$ cat config.mk
export PLATFORM = sky130hd
export DESIGN_NAME = wbm_regs
export DESIGN_NICKNAME = d
export VERILOG_FILES = /design/src/inc/wbm_pkg.sv /design/src/wbm_regs.sv /design/src/wbm_spi_frame.sv
export SDC_FILE = /design/constraint.sdc
export NUM_CORES = 1
export LEC_CHECK = 0
export BUFFER_PORTS_ARGS = -buffer_cell sky130_fd_sc_hd__buf_2
export CAP_MARGIN = 10
export CELL_PAD_IN_SITES_DETAIL_PLACEMENT = 1
export CELL_PAD_IN_SITES_GLOBAL_PLACEMENT = 1
export CORE_MARGIN = 5
export CORE_UTILIZATION = 30
export DETAILED_ROUTE_END_ITERATION = 8
export PLACE_DENSITY_LB_ADDON = 0.15
export SETUP_SLACK_MARGIN = 0.5
export SLEW_MARGIN = 25
export SYNTH_ARGS = -nofsm -noshare
export SYNTH_HDL_FRONTEND = slang
export SYNTH_SLANG_ARGS = --single-unit
$ cat constraint.sdc
create_clock -name clk -period 3 [get_ports clk]
set_input_delay 0.6 -clock clk [delete_from_list [all_inputs] [get_ports clk]]
set_output_delay 0.6 -clock clk [all_outputs]
set_load 0.05 [all_outputs]
$ cat src/inc/wbm_pkg.sv
// package: constants, field layouts and carriers for the watchdog and bus mode register bank
// Overview of operation
// Host sets bit 7 so the whole watchdog byte has even parity; device checks it.
// Watchdog bit 6 set disables the watchdog in Stop mode, clear keeps it active.
// Watchdog bit 5 picks time-out (0) or window (1) watchdog.
// Watchdog bit 4 set lets a bus wake in Stop start the watchdog, open window.
// Period field codes 000..101 select 10, 20, 50, 100, 200, 500 ms; 111 reserved.
// POR or soft reset loads 0x14; restart clears bits 6 and 3, period 100; the code loads period 200 ms.
// Reserved bits read zero: watchdog bit 3, second bus register bits 7:6 and 4:2.
// First bus register bit 7 set turns LIN slope control off for fast flashing.
// First bus register bit 6 set selects LIN low-slope mode for 10.4 kBaud.
// Slope and flash bit changes take effect as chip select rises.
// First bus register bit 5 enables LIN transmit data time-out supervision.
// First LIN mode field 4:3: off, wake capable, receive only, normal; device may update.
// CAN field 2:0: low bits off/wake/receive/normal, bit 2 adds selective wake.
// Device never changes the selective wake bit; only its two lower CAN bits. The code clears it on Fail-Safe entry.
// Sleep entry with no system error turns CAN x11 or x10 into x01.
// Stop entry keeps CAN receive only; wake capable or off stays unchanged.
// Fail-Safe entry forces first bus register to xxx0 1001, wake control to x0x0 0111.
// Second bus register bit 5 selects low (0) or high (1) regulator peak threshold.
// Peak threshold writable in Init and Normal only; Stop writes ignored silently.
// Second LIN mode field 1:0: off, wake capable, receive only, normal.
// After POR or soft reset the bus registers read 0x20 and 0x00.
// A second stop-mode disable bit elsewhere combines with bit 6 into one setting.
// Period codes 110 and 111 from the host are refused; old period stays.
package wbm_pkg;

  localparam logic [6:0] WBM_ADDR_WDOG  = 7'h03;
  localparam logic [6:0] WBM_ADDR_BUS_A = 7'h04;
  localparam logic [6:0] WBM_ADDR_BUS_B = 7'h05;

  localparam logic [7:0] WBM_RST_WDOG  = 8'h14;
  localparam logic [7:0] WBM_RST_BUS_A = 8'h20;
  localparam logic [7:0] WBM_RST_BUS_B = 8'h00;

  localparam logic [7:0] WBM_WD_RESTART_KEEP = 8'hB0;
  localparam logic [2:0] WBM_WD_RESTART_PER  = 3'h4;
  localparam logic [7:0] WBM_BUS_B_WMASK     = 8'h23;
  localparam logic [7:0] WBM_FS_BUS_A_KEEP   = 8'hE0;
  localparam logic [7:0] WBM_FS_BUS_A_SET    = 8'h09;

  localparam logic [2:0] WBM_PER_10MS     = 3'h0;
  localparam logic [2:0] WBM_PER_20MS     = 3'h1;
  localparam logic [2:0] WBM_PER_50MS     = 3'h2;
  localparam logic [2:0] WBM_PER_100MS    = 3'h3;
  localparam logic [2:0] WBM_PER_200MS    = 3'h4;
  localparam logic [2:0] WBM_PER_500MS    = 3'h5;
  localparam logic [2:0] WBM_PER_UNLISTED = 3'h6;
  localparam logic [2:0] WBM_PER_RSVD     = 3'h7;

  localparam logic [1:0] WBM_XCVR_OFF    = 2'h0;
  localparam logic [1:0] WBM_XCVR_WAKE   = 2'h1;
  localparam logic [1:0] WBM_XCVR_RXONLY = 2'h2;
  localparam logic [1:0] WBM_XCVR_NORMAL = 2'h3;

  localparam logic [4:0] WBM_FRAME_BITS = 5'h10;
  localparam logic [4:0] WBM_HEAD_BITS  = 5'h08;
  localparam logic [4:0] WBM_COUNT_MAX  = 5'h11;

  typedef enum logic [5:0] {
    WBM_MODE_INIT     = 6'h01,
    WBM_MODE_NORMAL   = 6'h02,
    WBM_MODE_SLEEP    = 6'h04,
    WBM_MODE_STOP     = 6'h08,
    WBM_MODE_RESTART  = 6'h10,
    WBM_MODE_FAILSAFE = 6'h20
  } wbm_mode_e;

  typedef struct packed {
    logic       parity;
    logic       stop_disable_lo;
    logic       type_select;
    logic       start_on_bus_wake;
    logic       reserved;
    logic [2:0] period_select;
  } wbm_wdog_s;

  typedef struct packed {
    logic       lin_flash;
    logic       lin_low_slope_select;
    logic       lin_tx_timeout_enable;
    logic [1:0] first_lin_channel_mode;
    logic       selective_wake;
    logic [1:0] can_mode;
  } wbm_bus_a_s;

  typedef struct packed {
    logic [1:0] reserved_hi;
    logic       main_supply_peak_threshold;
    logic [2:0] reserved_lo;
    logic [1:0] second_lin_channel_mode;
  } wbm_bus_b_s;

  typedef struct packed {
    logic sclk;
    logic chip_select_n;
    logic mosi;
  } wbm_spi_pins_s;

  typedef struct packed {
    logic       write;
    logic [6:0] addr;
    logic [7:0] data;
  } wbm_frame_s;

endpackage : wbm_pkg

$ cat src/wbm_regs.sv
// module: watchdog configuration and bus mode register bank reached over the 16-bit spi
`timescale 1ns/10ps
module wbm_regs (
  input  wire logic                   clk,
  input  wire logic                   rst_n,
  input  wire wbm_pkg::wbm_spi_pins_s spi_pins,
  output logic                        miso_out,
  output logic                        miso_oe,
  input  wire wbm_pkg::wbm_mode_e     sbc_mode,
  input  wire logic                   soft_reset_req,
  input  wire logic                   system_error_flag,
  input  wire logic                   wdog_stop_disable_hi,
  output wbm_pkg::wbm_wdog_s          wdog_config,
  output wbm_pkg::wbm_bus_a_s         bus_mode_control_a,
  output wbm_pkg::wbm_bus_b_s         bus_mode_control_b,
  output logic                        wdog_parity_ok,
  output logic                        wdog_stop_disable,
  output logic                        spi_fail,
  output logic                        wake_ctrl_force
);
  import wbm_pkg::*;

  typedef struct packed {
    wbm_wdog_s  wd;
    wbm_bus_a_s bus_a;
    wbm_bus_b_s bus_b;
    logic [5:0] mode_prev;
    logic       parity_ok;
    logic       stop_dis;
    logic       fail;
    logic       wake_force;
  } wbm_regs_state_s;

  wbm_regs_state_s s;
  wbm_regs_state_s next_s;
  wbm_frame_s      frame;
  logic [6:0]      rd_addr;
  logic [7:0]      rd_data;
  logic            frame_done;
  logic            frame_ok;
  logic            wr_commit;
  logic            sleep_entry;
  logic            stop_entry;
  logic            restart_entry;
  logic            failsafe_entry;
  logic            peak_writable;
  wbm_wdog_s       wd_w;
  wbm_bus_b_s      bus_b_w;

  wbm_spi_frame u_spi (
    .clk        (clk),
    .rst_n      (rst_n),
    .pins       (spi_pins),
    .rd_data    (rd_data),
    .frame      (frame),
    .rd_addr    (rd_addr),
    .frame_done (frame_done),
    .frame_ok   (frame_ok),
    .miso_out   (miso_out),
    .miso_oe    (miso_oe)
  );

  // read mux; reserved bits are held at zero in storage, unmapped reads give zero
  always_comb begin
    if (rd_addr == WBM_ADDR_WDOG) begin
      rd_data = s.wd;
    end else if (rd_addr == WBM_ADDR_BUS_A) begin
      rd_data = s.bus_a;
    end else if (rd_addr == WBM_ADDR_BUS_B) begin
      rd_data = s.bus_b;
    end else begin
      rd_data = 8'h00;
    end
  end

  // mode entries are seen as the first cycle in a new mode
  assign sleep_entry    = (sbc_mode == WBM_MODE_SLEEP) && (s.mode_prev != WBM_MODE_SLEEP);
  assign stop_entry     = (sbc_mode == WBM_MODE_STOP) && (s.mode_prev != WBM_MODE_STOP);
  assign restart_entry  = (sbc_mode == WBM_MODE_RESTART) && (s.mode_prev != WBM_MODE_RESTART);
  assign failsafe_entry = (sbc_mode == WBM_MODE_FAILSAFE) && (s.mode_prev != WBM_MODE_FAILSAFE);
  assign peak_writable  = (sbc_mode == WBM_MODE_INIT) || (sbc_mode == WBM_MODE_NORMAL);
  assign wr_commit      = frame_done && frame_ok && frame.write;

  always_comb begin
    next_s = s;
    next_s.fail       = 1'b0;
    next_s.wake_force = 1'b0;
    next_s.mode_prev  = sbc_mode;
    wd_w    = wbm_wdog_s'(frame.data);
    bus_b_w = wbm_bus_b_s'(frame.data & WBM_BUS_B_WMASK);
    wd_w.reserved = 1'b0;
    // refused period codes leave the running period untouched
    if (wd_w.period_select == WBM_PER_UNLISTED || wd_w.period_select == WBM_PER_RSVD) begin
      wd_w.period_select = s.wd.period_select;
    end
    // a stop-mode attempt on the peak bit is dropped without flagging a failure
    if (!peak_writable) begin
      bus_b_w.main_supply_peak_threshold = s.bus_b.main_supply_peak_threshold;
    end
    if (frame_done && !frame_ok) begin
      next_s.fail = 1'b1;
    end else if (wr_commit) begin
      if (frame.addr == WBM_ADDR_WDOG) begin
        // parity, stop disable, type and bus-wake start are stored as written
        next_s.wd = wd_w;
      end else if (frame.addr == WBM_ADDR_BUS_A) begin
        next_s.bus_a = wbm_bus_a_s'(frame.data);
      end else if (frame.addr == WBM_ADDR_BUS_B) begin
        next_s.bus_b = bus_b_w;
      end
    end
    // mode events are applied after the write so they win a same-cycle collision
    if (sleep_entry && !system_error_flag && next_s.bus_a.can_mode[1]) begin
      next_s.bus_a.can_mode = WBM_XCVR_WAKE;
    end
    if (stop_entry) begin
      next_s.bus_a = next_s.bus_a;
    end
    if (restart_entry) begin
      next_s.wd = wbm_wdog_s'((next_s.wd & WBM_WD_RESTART_KEEP) | {5'h00, WBM_WD_RESTART_PER});
    end
    if (failsafe_entry) begin
      // forced wake configuration deliberately overrides the selective wake bit
      next_s.bus_a      = wbm_bus_a_s'((next_s.bus_a & WBM_FS_BUS_A_KEEP) | WBM_FS_BUS_A_SET);
      next_s.wake_force = 1'b1;
    end
    if (soft_reset_req) begin
      next_s.wd    = wbm_wdog_s'(WBM_RST_WDOG);
      next_s.bus_a = wbm_bus_a_s'(WBM_RST_BUS_A);
      next_s.bus_b = wbm_bus_b_s'(WBM_RST_BUS_B);
    end
    next_s.parity_ok = ~(^next_s.wd);
    // the other half lives in the internal wake register; either half disables
    next_s.stop_dis = next_s.wd.stop_disable_lo | wdog_stop_disable_hi;
  end

  always_ff @(posedge clk or negedge rst_n) begin
    if (!rst_n) begin
      s <= '{wd: wbm_wdog_s'(WBM_RST_WDOG), bus_a: wbm_bus_a_s'(WBM_RST_BUS_A),
             bus_b: wbm_bus_b_s'(WBM_RST_BUS_B), mode_prev: 6'h01, parity_ok: 1'b1,
             stop_dis: 1'b0, fail: 1'b0, wake_force: 1'b0};
    end else begin
      s <= next_s;
    end
  end

  assign wdog_config        = s.wd;
  assign bus_mode_control_a = s.bus_a;
  assign bus_mode_control_b = s.bus_b;
  assign wdog_parity_ok     = s.parity_ok;
  assign wdog_stop_disable  = s.stop_dis;
  assign spi_fail           = s.fail;
  assign wake_ctrl_force    = s.wake_force;
endmodule : wbm_regs

$ cat src/wbm_spi_frame.sv
// module: 16-bit spi slave frame receiver with pin synchronisers and read-back shifter
`timescale 1ns/10ps
module wbm_spi_frame (
  input  wire logic                   clk,
  input  wire logic                   rst_n,
  input  wire wbm_pkg::wbm_spi_pins_s pins,
  input  wire logic [7:0]             rd_data,
  output wbm_pkg::wbm_frame_s         frame,
  output logic [6:0]                  rd_addr,
  output logic                        frame_done,
  output logic                        frame_ok,
  output logic                        miso_out,
  output logic                        miso_oe
);
  import wbm_pkg::*;

  typedef struct packed {
    logic [2:0]  sclk_sy;
    logic [2:0]  cs_sy;
    logic [2:0]  mosi_sy;
    logic        sclk_f;
    logic        cs_f;
    logic        mosi_f;
    logic [15:0] shift;
    logic [4:0]  count;
    logic [7:0]  tx;
    logic [6:0]  addr;
    logic        miso;
    logic        oe;
    logic        done;
    logic        ok;
  } wbm_spi_state_s;

  wbm_spi_state_s s;
  wbm_spi_state_s next_s;
  logic           sclk_nf;
  logic           cs_nf;
  logic           mosi_nf;

  always_comb begin
    next_s = s;
    next_s.done = 1'b0;
    // stage 0 is read only by stage 1; filters look at stages 1 and 2
    next_s.sclk_sy = {s.sclk_sy[1:0], pins.sclk};
    next_s.cs_sy   = {s.cs_sy[1:0], pins.chip_select_n};
    next_s.mosi_sy = {s.mosi_sy[1:0], pins.mosi};
    sclk_nf = (s.sclk_sy[1] == s.sclk_sy[2]) ? s.sclk_sy[2] : s.sclk_f;
    cs_nf   = (s.cs_sy[1] == s.cs_sy[2]) ? s.cs_sy[2] : s.cs_f;
    mosi_nf = (s.mosi_sy[1] == s.mosi_sy[2]) ? s.mosi_sy[2] : s.mosi_f;
    next_s.sclk_f = sclk_nf;
    next_s.cs_f   = cs_nf;
    next_s.mosi_f = mosi_nf;
    next_s.oe     = ~cs_nf;
    if (s.cs_f && !cs_nf) begin
      next_s.count = 5'h00;
      next_s.tx    = 8'h00;
      next_s.miso  = 1'b0;
    end else if (!s.cs_f && cs_nf) begin
      // the frame is committed only as chip select returns high
      next_s.done = 1'b1;
      next_s.ok   = (s.count == WBM_FRAME_BITS);
      next_s.miso = 1'b0;
    end else if (!s.cs_f) begin
      if (sclk_nf && !s.sclk_f) begin
        next_s.shift = {s.shift[14:0], s.mosi_f};
        if (s.count != WBM_COUNT_MAX) begin
          next_s.count = s.count + 5'h01;
        end
        if (s.count == WBM_HEAD_BITS - 5'h01) begin
          next_s.addr = {s.shift[5:0], s.mosi_f};
        end
      end else if (!sclk_nf && s.sclk_f) begin
        // read-back shows the stored value, never the byte being written
        if (s.count == WBM_HEAD_BITS) begin
          next_s.miso = rd_data[7];
          next_s.tx   = {rd_data[6:0], 1'b0};
        end else begin
          next_s.miso = s.tx[7];
          next_s.tx   = {s.tx[6:0], 1'b0};
        end
      end
    end
  end

  always_ff @(posedge clk or negedge rst_n) begin
    if (!rst_n) begin
      s <= '{sclk_sy: 3'h0, cs_sy: 3'h7, mosi_sy: 3'h0, sclk_f: 1'b0, cs_f: 1'b1, mosi_f: 1'b0,
             shift: 16'h0000, count: 5'h00, tx: 8'h00, addr: 7'h00, miso: 1'b0, oe: 1'b0,
             done: 1'b0, ok: 1'b0};
    end else begin
      s <= next_s;
    end
  end

  assign frame      = wbm_frame_s'(s.shift);
  assign rd_addr    = s.addr;
  assign frame_done = s.done;
  assign frame_ok   = s.ok;
  assign miso_out   = s.miso;
  assign miso_oe    = s.oe;

endmodule : wbm_spi_frame

==> run_results.csv <==
group,metric,value,unit
outcome,status,"completed",
critical_path,end_kind,"flop",
logic_synthesis,yosysSeqAreaShare,53.9,%
job,maxCapViolations,0,
drt,wirelength,8730,um
logic_synthesis,synthDistinctLibCells,55,
clock_network,cts_hold_buf,0,
global_route,antenna_found_initial,0,
sta,maxSlewViolCount,0,
critical_path,r2r_end,"wdog_parity_ok",
clock_network,cts.sinks,80,
drt,drtPass1Iterations,4,
sta,period_share,78.3,%
logic_synthesis,synth_edf_count,0,
critical_path,cp_data_required_time,3270,ps
critical_path,crit_fanout,9,
logic_synthesis,synth_ff_type,"dfrtp_1",
power_and_ir_drop,powerDensity,651,nW/um^2
clock_network,cts_max_path_buffers,2,
sta,finalSetupViolations,0,
critical_path,crit_type,"flop to flop",
sta,rsz0062_at_grt,"false",
drt,drt_iter0_markers,85,
clock_network,clkLatencyLatePin,340,ps
floorplanning,start_util,30.8,%
placed_design,portBuffers,38,
drt,num_vias,2410,
floorplanning,rows,40,
logic_synthesis,synth-seq-cells,80,
critical_path,cp-start-kind,"flop",
critical_path,crit_path_max_incr_delay,620,ps
placed_design,post-place-ws,566,ps
placed_design,place_hpwl,6200,um
layout,drive_gt1_share,28.4,%
power_and_ir_drop,p_leak,0.00197,uW
sta,setup_slack,651,ps
clock_network,cts_max_level,3,
floorplanning,ioPinCount,44,
sta,fin_hold_ws,292,ps
floorplanning,core_area,12100,um^2
critical_path,worst-r2r-setup-slack,650,ps
layout,antennaDiodeCount,0,
global_route,grt_overflow,0,
drt,vias_per_cell,4.73,
drt,drc,0,
clock_network,post_cts_buffers,0,
drt,wl_per_cell,17.1,um
sta,period_minus_slack,2350,ps
layout,area_delta_synth_final,15.3,%
sta,relSlewSlack,49.8,%
clock_network,cts_buffers,9,
clock_network,clkTransAtPathRegs,60,ps
layout,fin_nets,354,
placed_design,finalWeightedCongestion,0.764,
logic_synthesis,postSynthCellCount,315,
drt,ant_nets,0,
sta,fin_setup_tns,0,ps
critical_path,arrival,2620,ps
floorplanning,fp.dieW,122,um
critical_path,critical_path.slowest_cell,"or4_4",
logic_synthesis,ys_warn_count,0,
critical_path,crit_chain,"or4_4, or3_4, mux2i_1, nor2_1, xnor3_1, xor2_1",
sta,max_freq,0.426,GHz
logic_synthesis,syn_area_per_cell,11.9,um^2
floorplanning,die_h,122,um
sta,final_hold_viol_count,0,
global_route,grt_usage,12.5,%
clock_network,clockRootBuffer,"clkbuf_16",
power_and_ir_drop,ir_worst_vdd,0.000306,V
logic_synthesis,synthArstFlopShare,100,%
min_path,hp-class,"input port to asynchronous set/reset pin",
global_route,grt_pass1_vias,2513,
clock_network,cts_tree,"built",
sta,finClkSkew,9.56,ps
layout,nFillCells,1358,
critical_path,reg2reg_from,"u_spi.frame[11]",
global_route,grt_max_degree,81,
logic_synthesis,syn_area,3730,um^2
global_route,grt_pass1_wl,14200,um
critical_path,r2r_cells,6,
floorplanning,die_area,14800,um^2
sta,worst_pin_slew,750,ps
clock_network,cts_resized,0,
## cell usage after synthesis (2+ instances only)
master | instances | share of area, %
nand2_1 | 14 | 1.4
xnor2_1 | 2 | 0.47
nor4bb_1 | 4 | 1.1
xor2_1 | 7 | 1.6
inv_1 | 7 | 0.70
nand3b_1 | 3 | 0.60
nand2b_1 | 5 | 0.84
ha_1 | 3 | 1.0
a211o_1 | 2 | 0.47
o21ai_0 | 9 | 1.2
a21oi_1 | 7 | 0.94
maj3_1 | 2 | 0.54
o31ai_1 | 7 | 1.4
a22o_1 | 2 | 0.47
nor3_1 | 6 | 0.80
mux2i_1 | 19 | 5.1
dfrtp_1 | 71 | 48
nor2_1 | 33 | 3.3
buf_6 | 2 | 0.60
mux2_2 | 24 | 7.2
dfstp_2 | 9 | 6.3
nor2b_1 | 3 | 0.50
buf_4 | 24 | 4.8
nand3_1 | 4 | 0.54
clkbuf_1 | 8 | 0.80
a221oi_1 | 5 | 1.2
nand4_1 | 3 | 0.50
nor4_1 | 3 | 0.50
## flip-flops by register name, indices dropped and copies added (netlist names)
name                flops
wdog_config             8
wake_ctrl_force         1
u_spi.s                18
spi_fail                1
u_spi.miso_oe           1
u_spi.frame_ok          1
u_spi.miso_out          1
wdog_parity_ok          1
bus_mode_control_b      3
s                       6
u_spi.rd_addr           7
u_spi.next_s            6
wdog_stop_disable       1
u_spi.frame            16
u_spi.frame_done        1
bus_mode_control_a      8
## cells by family after synthesis
kind of cell,after synthesis,synth area share (%)
other cells,1,0.100
xor+xnor,10,2.71
compound gates,45,9.28
mux,43,12.3
flops,80,53.9
fa+ha+maj,5,1.54
simple gates,90,13.2
buf+inv,41,6.94
## placed cells by master (no fill, tap or decap), drive strengths merged, types with 5 or more instances in the layout
cell type  instances
nand2b             5
a221oi             6
a21oi              7
nand2             14
mux2              24
clkbuf            10
xor2               7
conb               5
nor3               6
mux2i             19
dfrtp             71
buf               41
o31ai              7
inv                7
o21ai              9
nor2              34
dfstp              9
## how the worst max path moves through the flow
| stage | from | end | slack, ps | cells past startpoint |
|---|---|---|---|---|
| CTS | u_spi.frame[11] | wdog_parity_ok | 560 | 6 |
| finish | u_spi.frame[11] | wdog_parity_ok | 650 | 6 |
| global route | u_spi.frame[11] | wdog_parity_ok | 520 | 6 |
| floorplan | u_spi.frame[11] | wdog_parity_ok | 640 | 8 |
| global placement | u_spi.frame[11] | wdog_parity_ok | 660 | 6 |
| detailed placement | u_spi.frame[11] | wdog_parity_ok | 570 | 6 |
## stage by stage
stage	power, uW	util (%)	cells	area, um^2
floorplan	1390	-	319	3750
global placement	1480	32.5	494	3940
detailed placement	1490	32.6	494	3950
CTS	2840	35.6	510	4310
global route	2920	35.6	510	4310
finish	2800	35.6	510	4310
## worst max-delay path: cells and delay by family, from the launching register on
kind / cells / cell delay [ps]
xor gates and xnor gates: 2 / 500
DFF: 1 / 390
muxes: 1 / 150
and+or+nand+nor: 3 / 1220
## power breakdown
part	internal (uW)	total (uW)	leakage (uW)	switching [uW]
Combinational	83.9	208	0.000753	124
Clock	896	1340	0.000173	442
Sequential	1150	1260	0.00104	111
## layer usage
metal | routed length [um] | vias to the layer above | share of wire (%) | GRT usage [%]
met2 | 4230 | 19 | 48 | 19.9
met4 | 159 | 0 | 1.8 | 5.25
met1 | 4170 | 1245 | 48 | 16.8
met5 | 0 | - | 0 | 0
li1 | - | 1134 | - | -
met3 | 172 | 12 | 2.0 | 2.09
## layout make-up
cell class / count / area [um^2] / area share [%]
Clock buffer: 10 / 229 / 5.32
Clock inverter: 6 / 133 / 3.08
Inverter: 7 / 26.3 / 0.610
Multi-Input combinational cell: 198 / 1480 / 34.3
Sequential cell: 80 / 2010 / 46.7
Tap cell: 168 / 210 / 4.88
Timing Repair Buffer: 41 / 219 / 5.08
Note: power is estimated with default switching activity, not from simulation.
